### config.mk
export PLATFORM = sky130hd
export DESIGN_NAME = qpc_counter_top
export DESIGN_NICKNAME = d
export VERILOG_FILES = /design/src/qpc_pkg.sv /design/src/qpc_pin_sync.sv /design/src/qpc_step_decode.sv /design/src/qpc_counter_top.sv
export VERILOG_INCLUDE_DIRS = /design/src
export SDC_FILE = /design/constraint.sdc
export NUM_CORES = 1
export LEC_CHECK = 0
export BUFFER_PORTS_ARGS = -buffer_cell sky130_fd_sc_hd__buf_2
export CAP_MARGIN = 10
export CORE_MARGIN = 2
export CORE_UTILIZATION = 55
export CTS_CLUSTER_SIZE = 20
export DETAILED_ROUTE_END_ITERATION = 10
export GPL_TIMING_DRIVEN = 0
export PLACE_DENSITY = 0.82
export RECOVER_POWER = 25
export SLEW_MARGIN = 20
export SYNTH_ARGS = -nofsm -noshare
export SYNTH_HDL_FRONTEND = slang
export SYNTH_SLANG_ARGS = --single-unit
### constraint.sdc
create_clock -name CLK_SYS -period 8.4 [get_ports CLK_SYS]
set_clock_uncertainty 0.15 [all_clocks]
set_input_delay 1.26 -clock CLK_SYS [delete_from_list [all_inputs] [get_ports CLK_SYS]]
set_output_delay 1.26 -clock CLK_SYS [all_outputs]
set_load 0.005 [all_outputs]
### src/qpc_consts.svh
/*
  Shared constants of the 24-bit pulse counter: count width and limits,
  status codes, accepted multiplication factors and reset values.
  Assumes it is included by bare name from the package and the modules.
*/
`ifndef QPC_CONSTS_SVH
`define QPC_CONSTS_SVH

`define QPC_CNT_W 24
`define QPC_CNT_MAX 24'hffffff
`define QPC_CNT_RST 24'h000000
`define QPC_PRESET_VALUE_LIMIT 32'h00ffffff

`define QPC_STAT_OK 8'h00
`define QPC_STAT_EDGE_MULTIPLICATION_FACTOR 8'h02
`define QPC_STAT_RANGE 8'h03
`define QPC_STAT_DISABLED 8'h04

`define QPC_EDGE_MULTIPLICATION_FACTOR_ONE 8'h01
`define QPC_EDGE_MULTIPLICATION_FACTOR_TWO 8'h02
`define QPC_EDGE_MULTIPLICATION_FACTOR_FOUR 8'h04

`define QPC_SYNC_RST 1'b0

`endif

### src/qpc_pkg.sv
/*
  Types of the 24-bit pulse counter.
  Assumes qpc_consts.svh is on the include path.
*/
`include "qpc_consts.svh"

package qpc_pkg;
  typedef logic [`QPC_CNT_W-1:0] qpc_count_t;
  typedef logic [7:0] qpc_stat_t;
  typedef logic [7:0] qpc_edge_multiplication_factor_code_t;
  typedef enum logic [1:0] {QPC_X1, QPC_X2, QPC_X4} qpc_edge_multiplication_factor_t;
endpackage

### src/qpc_pin_sync.sv
/*
  Two-stage synchroniser with edge detection for the counter's pin inputs.
  Assumes pins are asynchronous to the system clock; edges are reported
  in the same cycle as the level reaches the second stage.
*/
`timescale 1ns/1ps
`include "qpc_consts.svh"

module qpc_pin_sync #(
  parameter int W = 3
) (
  // Clock, reset and enable
  input wire logic clk,
  input wire logic rst,
  input wire logic ce,
  // Pins and synchronised views
  input wire logic [W-1:0] pin_in,
  output logic [W-1:0] level,
  output logic [W-1:0] rise,
  output logic [W-1:0] fall
);
  import qpc_pkg::*;

  genvar gi;
  generate
    for (gi = 0; gi < W; gi++) begin : g_bit
      logic meta_ff;
      logic sync_ff;
      logic last_ff;
      logic nxt_meta;
      logic nxt_sync;
      logic nxt_last;

      always_comb begin
        nxt_meta = ce ? pin_in[gi] : meta_ff;
        nxt_sync = ce ? meta_ff : sync_ff;
        nxt_last = ce ? sync_ff : last_ff;
      end

      always_ff @(posedge clk or posedge rst) begin
        if (rst) begin
          meta_ff <= `QPC_SYNC_RST;
          sync_ff <= `QPC_SYNC_RST;
          last_ff <= `QPC_SYNC_RST;
        end else begin
          meta_ff <= nxt_meta;
          sync_ff <= nxt_sync;
          last_ff <= nxt_last;
        end
      end

      assign level[gi] = sync_ff;
      assign rise[gi] = sync_ff & ~last_ff;
      assign fall[gi] = ~sync_ff & last_ff;
    end
  endgenerate
endmodule

### src/qpc_step_decode.sv
/*
  Turns synchronised phase edges into one-cycle count steps with a direction.
  Assumes edges come from qpc_pin_sync on the same clock.
*/
`timescale 1ns/1ps

module qpc_step_decode (
  // Clock, reset and enable
  input wire logic clk,
  input wire logic rst,
  input wire logic ce,
  // Synchronised phases
  input wire logic a_lvl,
  input wire logic b_lvl,
  input wire logic a_rise,
  input wire logic a_fall,
  input wire logic b_rise,
  input wire logic b_fall,
  // Mode
  input wire logic two_phase,
  input wire qpc_pkg::qpc_edge_multiplication_factor_t edge_multiplication_factor,
  input wire logic dir_from_b,
  input wire logic down_sel,
  // Step out
  output logic step,
  output logic up
);
  import qpc_pkg::*;

  logic step_ff;
  logic up_ff;
  logic nxt_step;
  logic nxt_up;
  logic a_edge;
  logic b_edge;

  always_comb begin
    a_edge = a_rise | a_fall;
    b_edge = b_rise | b_fall;
    nxt_step = 1'b0;
    nxt_up = up_ff;
    if (!two_phase) begin
      // Single phase counts A rising edges only; multiplication is ignored.
      nxt_step = a_rise;
      nxt_up = dir_from_b ? b_lvl : ~down_sel;
    end else begin
      // Direction follows which phase leads; direction controls are ignored.
      case (edge_multiplication_factor)
        QPC_X1: begin
          nxt_step = a_rise;
          nxt_up = ~b_lvl;
        end
        QPC_X2: begin
          nxt_step = a_edge;
          nxt_up = a_lvl ^ b_lvl;
        end
        QPC_X4: begin
          nxt_step = a_edge | b_edge;
          nxt_up = a_edge ? (a_lvl ^ b_lvl) : ~(a_lvl ^ b_lvl);
        end
        default: begin
          nxt_step = 1'b0;
          nxt_up = up_ff;
        end
      endcase
    end
    if (!ce) begin
      nxt_step = step_ff;
      nxt_up = up_ff;
    end
  end

  always_ff @(posedge clk or posedge rst) begin
    if (rst) begin
      step_ff <= 1'b0;
      up_ff <= 1'b1;
    end else begin
      step_ff <= nxt_step;
      up_ff <= nxt_up;
    end
  end

  assign step = step_ff;
  assign up = up_ff;
endmodule

### src/qpc_counter_top.sv
/*
  Top of the 24-bit pulse counter: configure, read and preset request ports,
  phase and preset pins, count and carry state, and status answers.
  Assumes request strobes come from logic on CLK_SYS and pins are asynchronous.
*/
// Functional notes
// Phase mode 0 single-phase, 1 two-phase.
// Two-phase multiplication accepts only 1, 2, 4.
// Single-phase direction from program bit or B.
// Carry clear input set clears carry flag.
// Program direction: down bit 0 up, 1 down.
// Pulses counted only while enable bit is 1.
// Preset source: 0 program, 1 external pin.
// Single-phase mode ignores multiplication factor.
// Two-phase ignores direction source and down bit.
// Disabled counter holds count at zero.
// Read returns count, range 0 to 16777215.
// Read also returns the carry flag.
// Requester keeps preset value within 24 bits.
// Program preset loads on request rising edge.
// External preset loads on pin rising edge.
// Carry forced off while preset executes.
// No preset performed while counter disabled.
// Successful request gives done and status code.
// Two-phase edges: x1 A rise, x2 A, x4 both.
// Two-phase direction from A/B phase relation.
// Bad multiplication factor reports status 02.
// Preset while disabled reports status 04.
// Up-count past maximum wraps, sets carry.
`timescale 1ns/1ps
`include "qpc_consts.svh"

module qpc_counter_top (
  // Clock, reset and enable
  input wire logic CLK_SYS,
  input wire logic SYS_RST,
  input wire logic CLK_EN,
  // Pulse generator pins
  input wire logic PHASE_A,
  input wire logic PHASE_B,
  input wire logic PRESET_PIN,
  // Configure request
  input wire logic COUNTER_CONFIGURE_REQUEST,
  input wire logic PHASE_MODE_SELECT,
  input wire qpc_pkg::qpc_edge_multiplication_factor_code_t EDGE_MULTIPLICATION_FACTOR,
  input wire logic DIR_SOURCE_SELECT,
  input wire logic CARRY_CLEAR,
  input wire logic DOWN_SELECT,
  input wire logic COUNTER_ENABLE_BIT,
  input wire logic PRESET_SOURCE_SELECT,
  output logic CFG_DONE,
  output qpc_pkg::qpc_stat_t CFG_STAT,
  // Read request
  input wire logic COUNTER_READ_REQUEST,
  output logic RD_DONE,
  output qpc_pkg::qpc_stat_t RD_STAT,
  output qpc_pkg::qpc_count_t CURRENT_COUNT,
  output logic CARRY_FLAG,
  // Preset request
  input wire logic COUNTER_PRESET_REQUEST,
  input wire logic [31:0] PRESET_VALUE,
  output logic PRE_DONE,
  output qpc_pkg::qpc_stat_t PRE_STAT
);
  import qpc_pkg::*;

  // Pin synchronisation and step decoding.
  logic [2:0] pin_level, pin_rise, pin_fall;
  logic step, step_up;

  // Request edge detection.
  logic cfg_req_d_ff, rd_req_d_ff, pre_req_d_ff;
  logic nxt_cfg_req_d, nxt_rd_req_d, nxt_pre_req_d;
  logic cfg_edge, rd_edge, pre_edge;

  // Configuration.
  logic phase_mode_ff, dir_src_ff, down_ff, enable_ff, pre_src_ff;
  logic nxt_phase_mode, nxt_dir_src, nxt_down, nxt_enable, nxt_pre_src;
  qpc_edge_multiplication_factor_t edge_multiplication_factor_ff, nxt_edge_multiplication_factor, edge_multiplication_factor_dec;
  logic edge_multiplication_factor_ok, cfg_accept;

  // Count state.
  qpc_count_t count_ff, preset_ff, nxt_count, nxt_preset;
  logic carry_ff, nxt_carry, preset_value_in_range, prog_load, ext_load, wrap_up;

  // Answers.
  logic cfg_done_ff, rd_done_ff, rd_carry_ff, pre_done_ff;
  logic nxt_cfg_done, nxt_rd_done, nxt_rd_carry, nxt_pre_done;
  qpc_stat_t cfg_stat_ff, rd_stat_ff, pre_stat_ff;
  qpc_stat_t nxt_cfg_stat, nxt_rd_stat, nxt_pre_stat;
  qpc_count_t rd_count_ff, nxt_rd_count;

  qpc_pin_sync #(.W(3)) u_sync (
    .clk(CLK_SYS),
    .rst(SYS_RST),
    .ce(CLK_EN),
    .pin_in({PRESET_PIN, PHASE_B, PHASE_A}),
    .level(pin_level),
    .rise(pin_rise),
    .fall(pin_fall)
  );

  qpc_step_decode u_decode (
    .clk(CLK_SYS),
    .rst(SYS_RST),
    .ce(CLK_EN),
    .a_lvl(pin_level[0]),
    .b_lvl(pin_level[1]),
    .a_rise(pin_rise[0]),
    .a_fall(pin_fall[0]),
    .b_rise(pin_rise[1]),
    .b_fall(pin_fall[1]),
    .two_phase(phase_mode_ff),
    .edge_multiplication_factor(edge_multiplication_factor_ff),
    .dir_from_b(dir_src_ff),
    .down_sel(down_ff),
    .step(step),
    .up(step_up)
  );

  // Requests act on their rising edge, as a program-driven strobe would.
  always_comb begin
    nxt_cfg_req_d = CLK_EN ? COUNTER_CONFIGURE_REQUEST : cfg_req_d_ff;
    nxt_rd_req_d = CLK_EN ? COUNTER_READ_REQUEST : rd_req_d_ff;
    nxt_pre_req_d = CLK_EN ? COUNTER_PRESET_REQUEST : pre_req_d_ff;
    cfg_edge = CLK_EN & COUNTER_CONFIGURE_REQUEST & ~cfg_req_d_ff;
    rd_edge = CLK_EN & COUNTER_READ_REQUEST & ~rd_req_d_ff;
    pre_edge = CLK_EN & COUNTER_PRESET_REQUEST & ~pre_req_d_ff;
  end

  always_ff @(posedge CLK_SYS or posedge SYS_RST) begin
    if (SYS_RST) begin
      cfg_req_d_ff <= 1'b0;
      rd_req_d_ff <= 1'b0;
      pre_req_d_ff <= 1'b0;
    end else begin
      cfg_req_d_ff <= nxt_cfg_req_d;
      rd_req_d_ff <= nxt_rd_req_d;
      pre_req_d_ff <= nxt_pre_req_d;
    end
  end

  // A rejected configuration leaves every setting as it was.
  always_comb begin
    edge_multiplication_factor_dec = QPC_X1;
    edge_multiplication_factor_ok = 1'b1;
    case (EDGE_MULTIPLICATION_FACTOR)
      `QPC_EDGE_MULTIPLICATION_FACTOR_ONE: edge_multiplication_factor_dec = QPC_X1;
      `QPC_EDGE_MULTIPLICATION_FACTOR_TWO: edge_multiplication_factor_dec = QPC_X2;
      `QPC_EDGE_MULTIPLICATION_FACTOR_FOUR: edge_multiplication_factor_dec = QPC_X4;
      default: edge_multiplication_factor_ok = ~PHASE_MODE_SELECT;
    endcase
    cfg_accept = cfg_edge & edge_multiplication_factor_ok;
    nxt_phase_mode = phase_mode_ff;
    nxt_edge_multiplication_factor = edge_multiplication_factor_ff;
    nxt_dir_src = dir_src_ff;
    nxt_down = down_ff;
    nxt_enable = enable_ff;
    nxt_pre_src = pre_src_ff;
    if (cfg_accept) begin
      nxt_phase_mode = PHASE_MODE_SELECT;
      nxt_edge_multiplication_factor = PHASE_MODE_SELECT ? edge_multiplication_factor_dec : edge_multiplication_factor_ff;
      nxt_dir_src = DIR_SOURCE_SELECT;
      nxt_down = DOWN_SELECT;
      nxt_enable = COUNTER_ENABLE_BIT;
      nxt_pre_src = PRESET_SOURCE_SELECT;
    end
  end

  always_ff @(posedge CLK_SYS or posedge SYS_RST) begin
    if (SYS_RST) begin
      phase_mode_ff <= 1'b0;
      edge_multiplication_factor_ff <= QPC_X1;
      dir_src_ff <= 1'b0;
      down_ff <= 1'b0;
      enable_ff <= 1'b0;
      pre_src_ff <= 1'b0;
    end else begin
      phase_mode_ff <= nxt_phase_mode;
      edge_multiplication_factor_ff <= nxt_edge_multiplication_factor;
      dir_src_ff <= nxt_dir_src;
      down_ff <= nxt_down;
      enable_ff <= nxt_enable;
      pre_src_ff <= nxt_pre_src;
    end
  end

  // A preset takes the cycle over from any count step that lands with it.
  always_comb begin
    preset_value_in_range = (PRESET_VALUE <= `QPC_PRESET_VALUE_LIMIT);
    prog_load = pre_edge & enable_ff & ~pre_src_ff & preset_value_in_range;
    ext_load = CLK_EN & pin_rise[2] & enable_ff & pre_src_ff;
    wrap_up = step & step_up & (count_ff == `QPC_CNT_MAX);
    nxt_preset = preset_ff;
    if (pre_edge && preset_value_in_range) begin
      nxt_preset = PRESET_VALUE[`QPC_CNT_W-1:0];
    end
    nxt_count = count_ff;
    nxt_carry = carry_ff;
    if (cfg_accept && CARRY_CLEAR) begin
      nxt_carry = 1'b0;
    end
    if (!CLK_EN) begin
      nxt_count = count_ff;
      nxt_carry = carry_ff;
    end else if (!enable_ff) begin
      nxt_count = `QPC_CNT_RST;
    end else if (prog_load) begin
      nxt_count = PRESET_VALUE[`QPC_CNT_W-1:0];
      nxt_carry = 1'b0;
    end else if (ext_load) begin
      nxt_count = preset_ff;
      nxt_carry = 1'b0;
    end else if (step) begin
      nxt_count = step_up ? count_ff + 1'b1 : count_ff - 1'b1;
      if (wrap_up) begin
        nxt_carry = 1'b1;
      end
    end
  end

  always_ff @(posedge CLK_SYS or posedge SYS_RST) begin
    if (SYS_RST) begin
      count_ff <= `QPC_CNT_RST;
      carry_ff <= 1'b0;
      preset_ff <= `QPC_CNT_RST;
    end else begin
      count_ff <= nxt_count;
      carry_ff <= nxt_carry;
      preset_ff <= nxt_preset;
    end
  end

  // Done pulses for one cycle while CLK_EN is high and holds while it is low; status holds until the next request.
  always_comb begin
    nxt_cfg_done = 1'b0;
    nxt_cfg_stat = cfg_stat_ff;
    nxt_rd_done = 1'b0;
    nxt_rd_stat = rd_stat_ff;
    nxt_rd_count = rd_count_ff;
    nxt_rd_carry = rd_carry_ff;
    nxt_pre_done = 1'b0;
    nxt_pre_stat = pre_stat_ff;
    if (cfg_edge) begin
      nxt_cfg_done = edge_multiplication_factor_ok;
      nxt_cfg_stat = edge_multiplication_factor_ok ? `QPC_STAT_OK : `QPC_STAT_EDGE_MULTIPLICATION_FACTOR;
    end
    if (rd_edge) begin
      nxt_rd_done = 1'b1;
      nxt_rd_stat = `QPC_STAT_OK;
      nxt_rd_count = count_ff;
      nxt_rd_carry = carry_ff;
    end
    if (pre_edge) begin
      if (!enable_ff) begin
        nxt_pre_stat = `QPC_STAT_DISABLED;
      end else if (!preset_value_in_range) begin
        nxt_pre_stat = `QPC_STAT_RANGE;
      end else begin
        nxt_pre_done = 1'b1;
        nxt_pre_stat = `QPC_STAT_OK;
      end
    end
    if (!CLK_EN) begin
      nxt_cfg_done = cfg_done_ff;
      nxt_rd_done = rd_done_ff;
      nxt_pre_done = pre_done_ff;
    end
  end

  always_ff @(posedge CLK_SYS or posedge SYS_RST) begin
    if (SYS_RST) begin
      cfg_done_ff <= 1'b0;
      cfg_stat_ff <= `QPC_STAT_OK;
      rd_done_ff <= 1'b0;
      rd_stat_ff <= `QPC_STAT_OK;
      rd_count_ff <= `QPC_CNT_RST;
      rd_carry_ff <= 1'b0;
      pre_done_ff <= 1'b0;
      pre_stat_ff <= `QPC_STAT_OK;
    end else begin
      cfg_done_ff <= nxt_cfg_done;
      cfg_stat_ff <= nxt_cfg_stat;
      rd_done_ff <= nxt_rd_done;
      rd_stat_ff <= nxt_rd_stat;
      rd_count_ff <= nxt_rd_count;
      rd_carry_ff <= nxt_rd_carry;
      pre_done_ff <= nxt_pre_done;
      pre_stat_ff <= nxt_pre_stat;
    end
  end

  assign CFG_DONE = cfg_done_ff;
  assign CFG_STAT = cfg_stat_ff;
  assign RD_DONE = rd_done_ff;
  assign RD_STAT = rd_stat_ff;
  assign CURRENT_COUNT = rd_count_ff;
  assign CARRY_FLAG = rd_carry_ff;
  assign PRE_DONE = pre_done_ff;
  assign PRE_STAT = pre_stat_ff;

  disabled_zero_a: assert property (@(posedge CLK_SYS) disable iff (SYS_RST)
    (CLK_EN && !enable_ff) |=> (count_ff == `QPC_CNT_RST))
    else $error("count not cleared while disabled");
  edge_multiplication_factor_reject_a: assert property (@(posedge CLK_SYS) disable iff (SYS_RST)
    (cfg_edge && PHASE_MODE_SELECT && !edge_multiplication_factor_ok) |=> (CFG_STAT == `QPC_STAT_EDGE_MULTIPLICATION_FACTOR) && !CFG_DONE
      && (edge_multiplication_factor_ff == $past(edge_multiplication_factor_ff)))
    else $error("bad factor not rejected");
  preset_refuse_a: assert property (@(posedge CLK_SYS) disable iff (SYS_RST)
    (pre_edge && !enable_ff) |=> (PRE_STAT == `QPC_STAT_DISABLED) && !PRE_DONE)
    else $error("disabled preset not refused");
  prog_load_a: assert property (@(posedge CLK_SYS) disable iff (SYS_RST)
    prog_load |=> (count_ff == $past(PRESET_VALUE[23:0])) && PRE_DONE)
    else $error("program preset not loaded");
  ext_load_a: assert property (@(posedge CLK_SYS) disable iff (SYS_RST)
    (CLK_EN && pin_rise[2] && enable_ff && pre_src_ff) |=> (count_ff == $past(preset_ff)))
    else $error("external preset not loaded");
  preset_carry_a: assert property (@(posedge CLK_SYS) disable iff (SYS_RST)
    (prog_load || ext_load) |=> !carry_ff)
    else $error("carry not off after preset");
  wrap_carry_a: assert property (@(posedge CLK_SYS) disable iff (SYS_RST)
    (CLK_EN && enable_ff && !prog_load && !ext_load && wrap_up)
      |=> (count_ff == `QPC_CNT_RST) && carry_ff)
    else $error("wrap did not set carry");
  down_step_a: assert property (@(posedge CLK_SYS) disable iff (SYS_RST)
    (CLK_EN && enable_ff && !prog_load && !ext_load && step && !step_up)
      |=> (count_ff == $past(count_ff) - 24'h000001))
    else $error("down step wrong");
  read_snap_a: assert property (@(posedge CLK_SYS) disable iff (SYS_RST)
    rd_edge |=> RD_DONE && (CURRENT_COUNT == $past(count_ff)) && (CARRY_FLAG == $past(carry_ff)))
    else $error("read did not return state");
  carry_clear_a: assert property (@(posedge CLK_SYS) disable iff (SYS_RST)
    (cfg_accept && CARRY_CLEAR && !wrap_up) |=> !carry_ff)
    else $error("carry not cleared");
endmodule

; Word level (Yosys, flattened, before mapping)
; Cells that the tools add are included.
; W data, S select, Z words.
[word_totals]
register_bits = 114
latchBits = 0
ramBits = 0
romBits = 0
input_bits = 55
out_inout_bits = 52
word_cells = 111
memories = 0
[op_classes]
add_sub_neg = 2
n_mul = 0
div_mod_pow = 0
magnitude_cmp = 1
n_eq_ne = 8
shifts = 0
mux = 27
n_bitwise = 36
n_reduce_logical = 7
[op_table]
columns = cell, count
row1 = $mux W24, 5
row2 = $le A32 B24 Y1 const B, 1
row3 = $add A24 B1 Y24 const B, 1
row4 = $eq A24 B24 Y1 const B, 1
row5 = $sub A24 B1 Y24 const B, 1
row6 = $and A1 B1 Y1, 20
row7 = $mux W1, 16
row8 = $not A1 Y1, 12
row9 = $eq A8 B1 Y1 const B, 1
row10 = $eq A8 B2 Y1 const B, 1
row11 = $eq A8 B3 Y1 const B, 1
row12 = $ne A4 B1 Y1 const B, 2
row13 = $pmux W1 S3, 2
row14 = $reduce_and A2 Y1, 3
row15 = $mux W2, 2
row16 = $pmux W2 S2, 1
row17 = $mux W3, 1
row18 = $or A1 B1 Y1, 3
row19 = $reduce_or A3 Y1, 1
row20 = $eq A2 B1 Y1 const B, 1
row21 = $eq A2 B2 Y1 const B, 1
row22 = $logic_and A1 B1 Y1, 2
row23 = $logic_not A2 Y1, 1
row24 = $xor A1 B1 Y1, 1

; Longest topological paths before layout
; Gate-level depths: netlist of run 1.
[logic_depth]
ltp_word = 11
mapped_depth = 10
depth_no_buf = 9

; Modules after synthesis
; Synthesis of run 1 repeated with hierarchy kept, for this count alone.
[hier_totals]
cells_unflattened = 636
hier_area_um2 = 5906.9
[modules_own_cells]
columns = module, n_inst, cells_each, area_each_um2
row1 = qpc_counter_top, 1, 575, 5223.8
row2 = qpc_pin_sync, 1, 29, 435.4
row3 = qpc_step_decode, 1, 32, 247.7

; Least setup slack after synthesis of run 1
; OpenSTA, ideal clock, no wires.
[synth_path]
kind = input to register
startpoint = input PRESET_VALUE[26]
endpoint = register count_ff[14]
setup_time_ns = 0.127
arrival_ns = 3.029
t_required_ns = 8.123
path_slack_ns = 5.095
path_stages = 8
path_buffers = 2
cell_sequence = or4_4 -> or2_0 -> or3_1 -> buf_6 -> buf_6 -> o221ai_2 -> a2bb2oi_2 -> o21ai_1
[synth_between]
elab_chain_len = 4
elab_cells_between_ends = 6
[synth_rtl]
columns = element, line_no
row1 = "start, declared", qpc_counter_top.sv:61  ; input wire logic [31:0] PRESET_VALUE,
row2 = $le A32 B24 Y1 (no source line) (*), -
row3 = $and A1 B1 Y1 (*), qpc_counter_top.sv:191  ; prog_load = pre_edge & enable_ff & ~pre_src_ff & preset_value_in_range;
row4 = $ne A4 B1 Y1 (no source line) / $mux W24 (equally long branches), -
row5 = $reduce_and A2 Y1 (no source line) / $mux W24 (equally long branches), -
row6 = "end signal, assigned", qpc_counter_top.sv:224  ; count_ff <= `QPC_CNT_RST;
row7 = "end signal, assigned", qpc_counter_top.sv:228  ; count_ff <= nxt_count;
row8 = "end, declared", qpc_counter_top.sv:83  ; qpc_count_t count_ff, preset_ff, nxt_count, nxt_preset;
; Every way passes the cells marked *; elsewhere a longest branch is shown, timed or not.
; A chain may end at the register's enable or synchronous reset.

==> impl_results.md, run 1 <==
- Status: finished with violations
- Failing checks: capacitance limit, slew limit
- H-tree depth: 3
- CTS Buf Count: 9
- Clock insertion delay at the later pin of the skew report: about 370 ps
- Power share of the sequential group: 39.5%
- Fmax: between 200 and 250 MHz
- TritonCTS Sinks: roughly 100
- Gp weighted congestion: 0.898
- Power share of the clock group: between 10% and 20%
- TNS Setup: 0 ps
- Worst Tran Pin Value: roughly 2700 ps
- Core region area: 10400 sq um
- CTS clock-pin slew for the worst setup and hold paths: 110 ps
- Clock root buffer: clkbuf_8
- Chip width: between 100 and 150 microns
- Site row count: 37
- First-pass GRT wire length: around 25000 microns
- Area delta synth->final: 14.7%
- Critical path type: input pin to asynchronous set/reset pin
- Worst-case vdd ir drop: approximately 0.12 mV
- Sw Ratio: around 41%
- Hold_ws: roughly 360 ps
- Worst r2r path cells: 9
- Post-Synthesis Cell Area: slightly below 6000 sq um
- WL per Instance: 18.2 microns
- Most common cell after layout, fill and taps aside: dfrtp_1
- Nets@finish: slightly below 800
- Max FO, Critical Path: 51
- Drt first pass iters: 5
- Internal power: 1.04 mW
- Final Slew Violations: roughly 100
- # setup viols final: 0
- Slew headroom: -81.2%
- Initial antenna violation count: 0
- Synth warnings: 0
- RSZ-0062 raised after global routing: false
- Crit path required time: a little over 8000 ps
- Crit share post-route: between 50 and 60%
- Power per cell area: 260 nW/um^2
- Pin count of the biggest net entering global routing: 52
- Fraction of layout instances using a drive strength above 1: ~28%
- Synth async-reset ratio: 100%
- Post-synth EDFFs: 0
- Final WL: around 15000 microns
- Remaining DRCs: 0
- Setup Fix Bufs, Post-CTS: 0
- Via Count: around 5000
- Critical Path Start Type: input pin
- Diode count: 0
- Top Ports: ~110
- Initial core utilization: 56.9%
- Min Tclk post-route: between 4000 and 5000 ps
- Die area: 11600 sq um
- Overall global routing resource usage: between 20 and 30%
- Dpl hpwl: ~12000 microns
- Logic pwr share: a little over two fifths
- Util after Layout: approximately 65%
- CTS tree: built
- Final Hold Vio Count: 0
- Vias in the first global route: 4907
- Sequential fraction of the synthesis area: between 40% and 50%
- Vias per cell: 5.92
- Die height: 108 microns
- Initial drt markers: between 400 and 500
- NetSw: 718 uW
- Cells after synthesis: about 590
- Bufs on Longest Clock Path: 2
- Hold WC Path Type: flip-flop to flip-flop
- Crit path DAT: between 4000 and 5000 ps
- #FFs+latches synth: 101
- Ys flop type: dfrtp_1
- Commonest non-fill, non-tap cells in the layout: dfrtp_1, buf_2, mux2_2, nand2_1, o21ai_0
- Hold path depth: 2
- Total grt overflow: 0
- Mean post-synth cell area: 10.0 sq um
- CTS Hold Buffers Added: 0
- Leakage: around 3.3 nW
- Remaining antenna violation count: 0
- Number of max-cap violations: 2
- PostCTS Resize Cnt: 0
- FILL cells: between 800 and 900
- CP Capture Type: asynchronous set/reset pin
- Netlist cell types: 67
- IO buf count: between 80 and 90
==> per-stage QoR <==
| stage | power (mW) | worst slack, ps | cells | cell area [sq um] |
|---|---|---|---|---|
| after floorplan | 1.21 | 4340 | 608 | 5980 |
| after global placement | 1.42 | 3280 | 830 | 6580 |
| after detailed placement | 1.45 | 4660 | 831 | 6610 |
| after CTS | 1.76 | 4800 | 847 | 6800 |
| after global routing | 1.89 | 2680 | 847 | 6780 |
| final | 1.76 | 3540 | 847 | 6780 |
==> registers in the layout (all words and copies together) (netlist names), 2 cells and up <==
register	flops
count_ff	24
CURRENT_COUNT	24
PRE_STAT	2
u_sync.g_bit.last_ff	3
edge_multiplication_factor_ff	2
preset_ff	24
u_sync.g_bit.meta_ff	3
u_sync.g_bit.sync_ff	3
==> final timing paths <==
kind                                              start                            to  slack [ps]
hold reg to reg            CURRENT_COUNT[1]$_DFFE_PP0P_  CURRENT_COUNT[1]$_DFFE_PP0P_         360
hold / removal             CURRENT_COUNT[1]$_DFFE_PP0P_  CURRENT_COUNT[1]$_DFFE_PP0P_         360
max in group CLK_SYS            u_decode.up$_DFFE_PP1P_      count_ff[20]$_DFFE_PP0P_        4760
setup / recovery                                SYS_RST      count_ff[19]$_DFFE_PP0P_        3540
min in group asynchronous                       SYS_RST  CURRENT_COUNT[2]$_DFFE_PP0P_        1290
setup reg to reg                u_decode.up$_DFFE_PP1P_      count_ff[20]$_DFFE_PP0P_        4760
==> logic make-up after synthesis <==
group	Yosys count	share of synthesized area, %
AOI/OAI and AO/OA	156	17.5
and+or+nand+nor	156	13.2
DFF	101	42.8
buffers and inverters	67	5.87
muxes	64	12.1
adders and majority gates	28	6.06
xor gates and xnor gates	16	2.37
other	1	0.0635
==> synthesized netlist by cell type, drive strengths merged (6+ instances only) <==
library cell,number,area (sq um)
a21o,6,45.0
ha,27,338
a21oi,27,135
inv,21,78.8
nor2,32,123
nand2,58,218
mux2,59,664
nand3,11,55.1
nand4,11,68.8
o22ai,8,50.1
buf,26,193
nand2b,8,50.1
o21ai,52,264
a222oi,7,70.1
xor2,8,70.1
o31ai,7,52.6
clkbuf,20,75.1
dfrtp,100,2500
xnor2,8,70.1
o211ai,11,82.6
==> worst max-delay path, stage by stage <==
cell        delay, ps
buf_2             100
clkinvlp_2       1220
clkbuf_1         2010
==> layout make-up <==
class	instances	area, sq um	area share, %
timing repair buffer	87	434	6.41
multi-input combinational	440	3100	45.8
clock buffer	10	138	2.03
buffer	46	268	3.95
inverter	21	80.1	1.18
sequential	101	2530	37.3
tap	136	170	2.51
clock inverter	6	55.1	0.813
==> layer usage <==
| metal | track usage [%] | up-vias | wire (microns) |
|---|---|---|---|
| met2 | 47.0 | 186 | 7530 |
| met4 | 8.24 | 0 | 325 |
| met1 | 37.8 | 2439 | 6680 |
| li1 | - | 2363 | - |
| met3 | 3.57 | 24 | 890 |
| met5 | 0 | - | 0 |
==> power by group through the flow <==
stage	combinational (mW)	clock (mW)	sequential [mW]
global placement	0.725	0	0.696
detailed placement	0.747	0	0.704
CTS	0.751	0.311	0.693
finish	0.758	0.308	0.696
global route	0.850	0.331	0.707
floorplan	0.543	0	0.671
No activity file was read; power rests on OpenSTA's default activity.
==> inputs of run 2 (changes only) <==
Clock period 8.4 ns to 4.65 ns, I/O delays scaled along.
==> run 2 against run 1 <==
The run still ends with capacitance limit, slew limit left. Setup slack worse by 2500 ps. Final area hardly changed. Hold slack hardly changed. Non-clock buffer count stayed put. Critical endpoint is now count_ff[20]$_DFFE_PP0P_. Die area stayed put. Sequential power is 81% higher. Largest cell class unchanged. Power is 81% higher. Global-route usage stayed put.
==> impl_results.md, run 2 (same netlist as run 1, synthesis figures left out) <==
- Vias in the first global route: 4907 (unchanged)
- Dpl hpwl: 11700 microns (unchanged)
- Slew headroom: -45.6% (+36 points)
- Die height: 108 microns (unchanged)
- CTS clock-pin slew for the worst setup and hold paths: 110 ps (about the same)
- Critical Path Max Stage Delay: 620 ps (-1390 ps)
- Hold Startpoint: CURRENT_COUNT[1]$_DFFE_PP0P_
- NetSw: 1.30 mW (+81%)
- FF+latch area: 2530 sq um (unchanged)
- Diode count: 0 (unchanged)
- Hold path endpoint: CURRENT_COUNT[1]$_DFFE_PP0P_
- Setup Fix Bufs, Post-CTS: 0 (unchanged)
- H-tree depth: 3 (unchanged)
- FILL cells: 876 (-0.11%)
- Worst-case vdd ir drop: 0.221 mV (+80%)
- Clock insertion delay at the later pin of the skew report: 370 ps (about the same)
- Initial antenna violation count: 0 (unchanged)
- Commonest non-fill, non-tap cells in the layout: dfrtp_1, buf_2, mux2_2, nand2_1, o21ai_0
- Worst r2r path cells: 9 (unchanged)
- Logic pwr share: 43.0% (about the same)
- Hold WC Path Type: flip-flop to flip-flop
- WL per Instance: 18.2 microns (about the same)
- Fraction of layout instances using a drive strength above 1: 28.0% (+0.14 points)
- Chip width: 108 microns (unchanged)
- Remaining antenna violation count: 0 (unchanged)
- Power share of the clock group: 17.5% (about the same)
- Vias per cell: 5.93 (+0.22%)
- Critical Path Start Type: flip-flop
- Power share of the sequential group: 39.5% (about the same)
- Site row count: 37 (unchanged)
- Die area: 11600 sq um (unchanged)
- Number of max-cap violations: 1 (-1)
- Fmax: 274 MHz
- Hold_ws: 356 ps (+0.0150 ps)
- Final WL: 15400 microns (about the same)
- Remaining DRCs: 0 (unchanged)
- CP Capture Type: flip-flop
- Pin count of the biggest net entering global routing: 52 (unchanged)
- CTS tree: built
- Initial core utilization: 56.9% (unchanged)
- Max FO, Critical Path: 23 (-55%)
- Top Ports: 107 (unchanged)
- Worst Tran Pin Value: 2170 ps (-545 ps)
- Reg-to-reg endpoint: count_ff[20]$_DFFE_PP0P_
- CP Buf/Inv Count: 1 (-2)
- Overall global routing resource usage: 27.9% (unchanged)
- TritonCTS Sinks: 101 (unchanged)
- Crit share post-route: roughly 80%
- IO buf count: 86 (unchanged)
- Initial drt markers: 422 (unchanged)
- Area of the multi-input gates: 3100 sq um (unchanged)
- Critical path type: flip-flop to flip-flop
- Internal power: 1.89 mW (+81%)
- Final Slew Violations: 52 (-50%)
- First-pass GRT wire length: 25000 microns (unchanged)
- Crit path required time: 4750 ps (-3420 ps)
- PostCTS Resize Cnt: 0 (unchanged)
- Hold path depth: 2 (unchanged)
- Critical path's slowest cell: dfstp_2
- Sw Ratio: 40.8% (about the same)
- TNS Setup: 0 ps (unchanged)
- Min Tclk post-route: ~3700 ps
- Drt first pass iters: 5 (unchanged)
- CTS Hold Buffers Added: 0 (unchanged)
- CTS Buf Count: 9 (unchanged)
- Final Hold Vio Count: 0 (unchanged)
- Leakage: 3.34 nW (about the same)
- Cell family with most CP delay: compound AO/OA/AOI/OAI gates
- Via Count: 5023 (+0.22%)
- Total grt overflow: 0 (unchanged)
- R2r setup slk: 1000 ps (-3760 ps)
- Pwr Total: 3.18 mW (+81%)
- Nets@finish: 789 (unchanged)
- # setup viols final: 0 (unchanged)
- Util after Layout: 65.3% (about the same)
- Worst-path cell chain: inv_1, ha_1, nor2b_1, o2111ai_1, nand4_1, a211oi_1, nor4_1, mux2i_1, o211ai_1
- Core region area: 10400 sq um (unchanged)
- Reg2reg start: u_decode.up$_DFFE_PP1P_
- Most common cell after layout, fill and taps aside: dfrtp_1
- Failing checks: capacitance limit, slew limit
- Clock root buffer: clkbuf_8
- Status: finished with violations
- Power per cell area: 470 nW/um^2 (+81%)
- RSZ-0062 raised after global routing: false
- Area delta synth->final: 14.7% (about the same)
- Bufs on Longest Clock Path: 2 (unchanged)
- Gp weighted congestion: 0.898 (unchanged)
- Crit path DAT: 3750 ps (-880 ps)
==> run 2: cell types whose count changed in the layout (fill, tap and decap cells not counted) <==
cell	before	now
clkbuf_1	21	20
clkbuf_2	0	1
==> run 2: how the worst max path moves through the flow <==
stage / startpoint / to / slack [ps] / depth (start not counted)
CTS: u_decode.up$_DFFE_PP1P_ / count_ff[20]$_DFFE_PP0P_ / 1050 / 9
global route: u_decode.up$_DFFE_PP1P_ / count_ff[22]$_DFFE_PP0P_ / 760 / 9
finish: u_decode.up$_DFFE_PP1P_ / count_ff[20]$_DFFE_PP0P_ / 1000 / 9
floorplan: SYS_RST / CARRY_FLAG$_DFFE_PP0P_ / 1160 / 1
global placement: SYS_RST / CURRENT_COUNT[19]$_DFFE_PP0P_ / 90 / 2
detailed placement: u_decode.up$_DFFE_PP1P_ / count_ff[20]$_DFFE_PP0P_ / 1070 / 9
==> run 2: cell type report <==
cell class                 instances  area share, %
buffer                            46           3.95
clock buffer                      10           2.03
clock inverter                     6          0.812
inverter                          21           1.18
multi-input combinational        440           45.8
sequential                       101           37.3
tap                              136           2.51
timing repair buffer              87           6.43
==> run 2: power groups by stage <==
stage | registers, mW | logic (mW) | clock network (mW)
2_1_floorplan | 1.21 | 0.981 | 0
3_3_place_gp | 1.26 | 1.31 | 0
3_5_place_dp | 1.27 | 1.35 | 0
4_1_cts | 1.25 | 1.36 | 0.563
5_1_grt | 1.28 | 1.54 | 0.597
6_report | 1.26 | 1.37 | 0.556
==> run 2: worst min-delay path, delay by kind of cell, from the launching register on <==
family	cells	cell delay (ps)
flip-flops	1	370
AO/OA/AOI/OAI	1	60
AND/OR/NAND/NOR	1	50
==> run 2: metrics by stage <==
stage	instances	worst slack [ps]	instance area, sq um
CTS	847	1050	6800
global route	847	759	6780
global placement	830	94.1	6580
floorplan	608	1160	5980
finish	847	999	6780
detailed placement	831	1070	6610
==> run 2: per-layer routing <==
layer	vias to the layer above	GRT usage, %	share of wire (%)
li1	2364	-	-
met1	2448	37.8	44
met2	185	47.0	49
met3	26	3.57	5.6
met4	0	8.24	2.2
met5	-	0	0
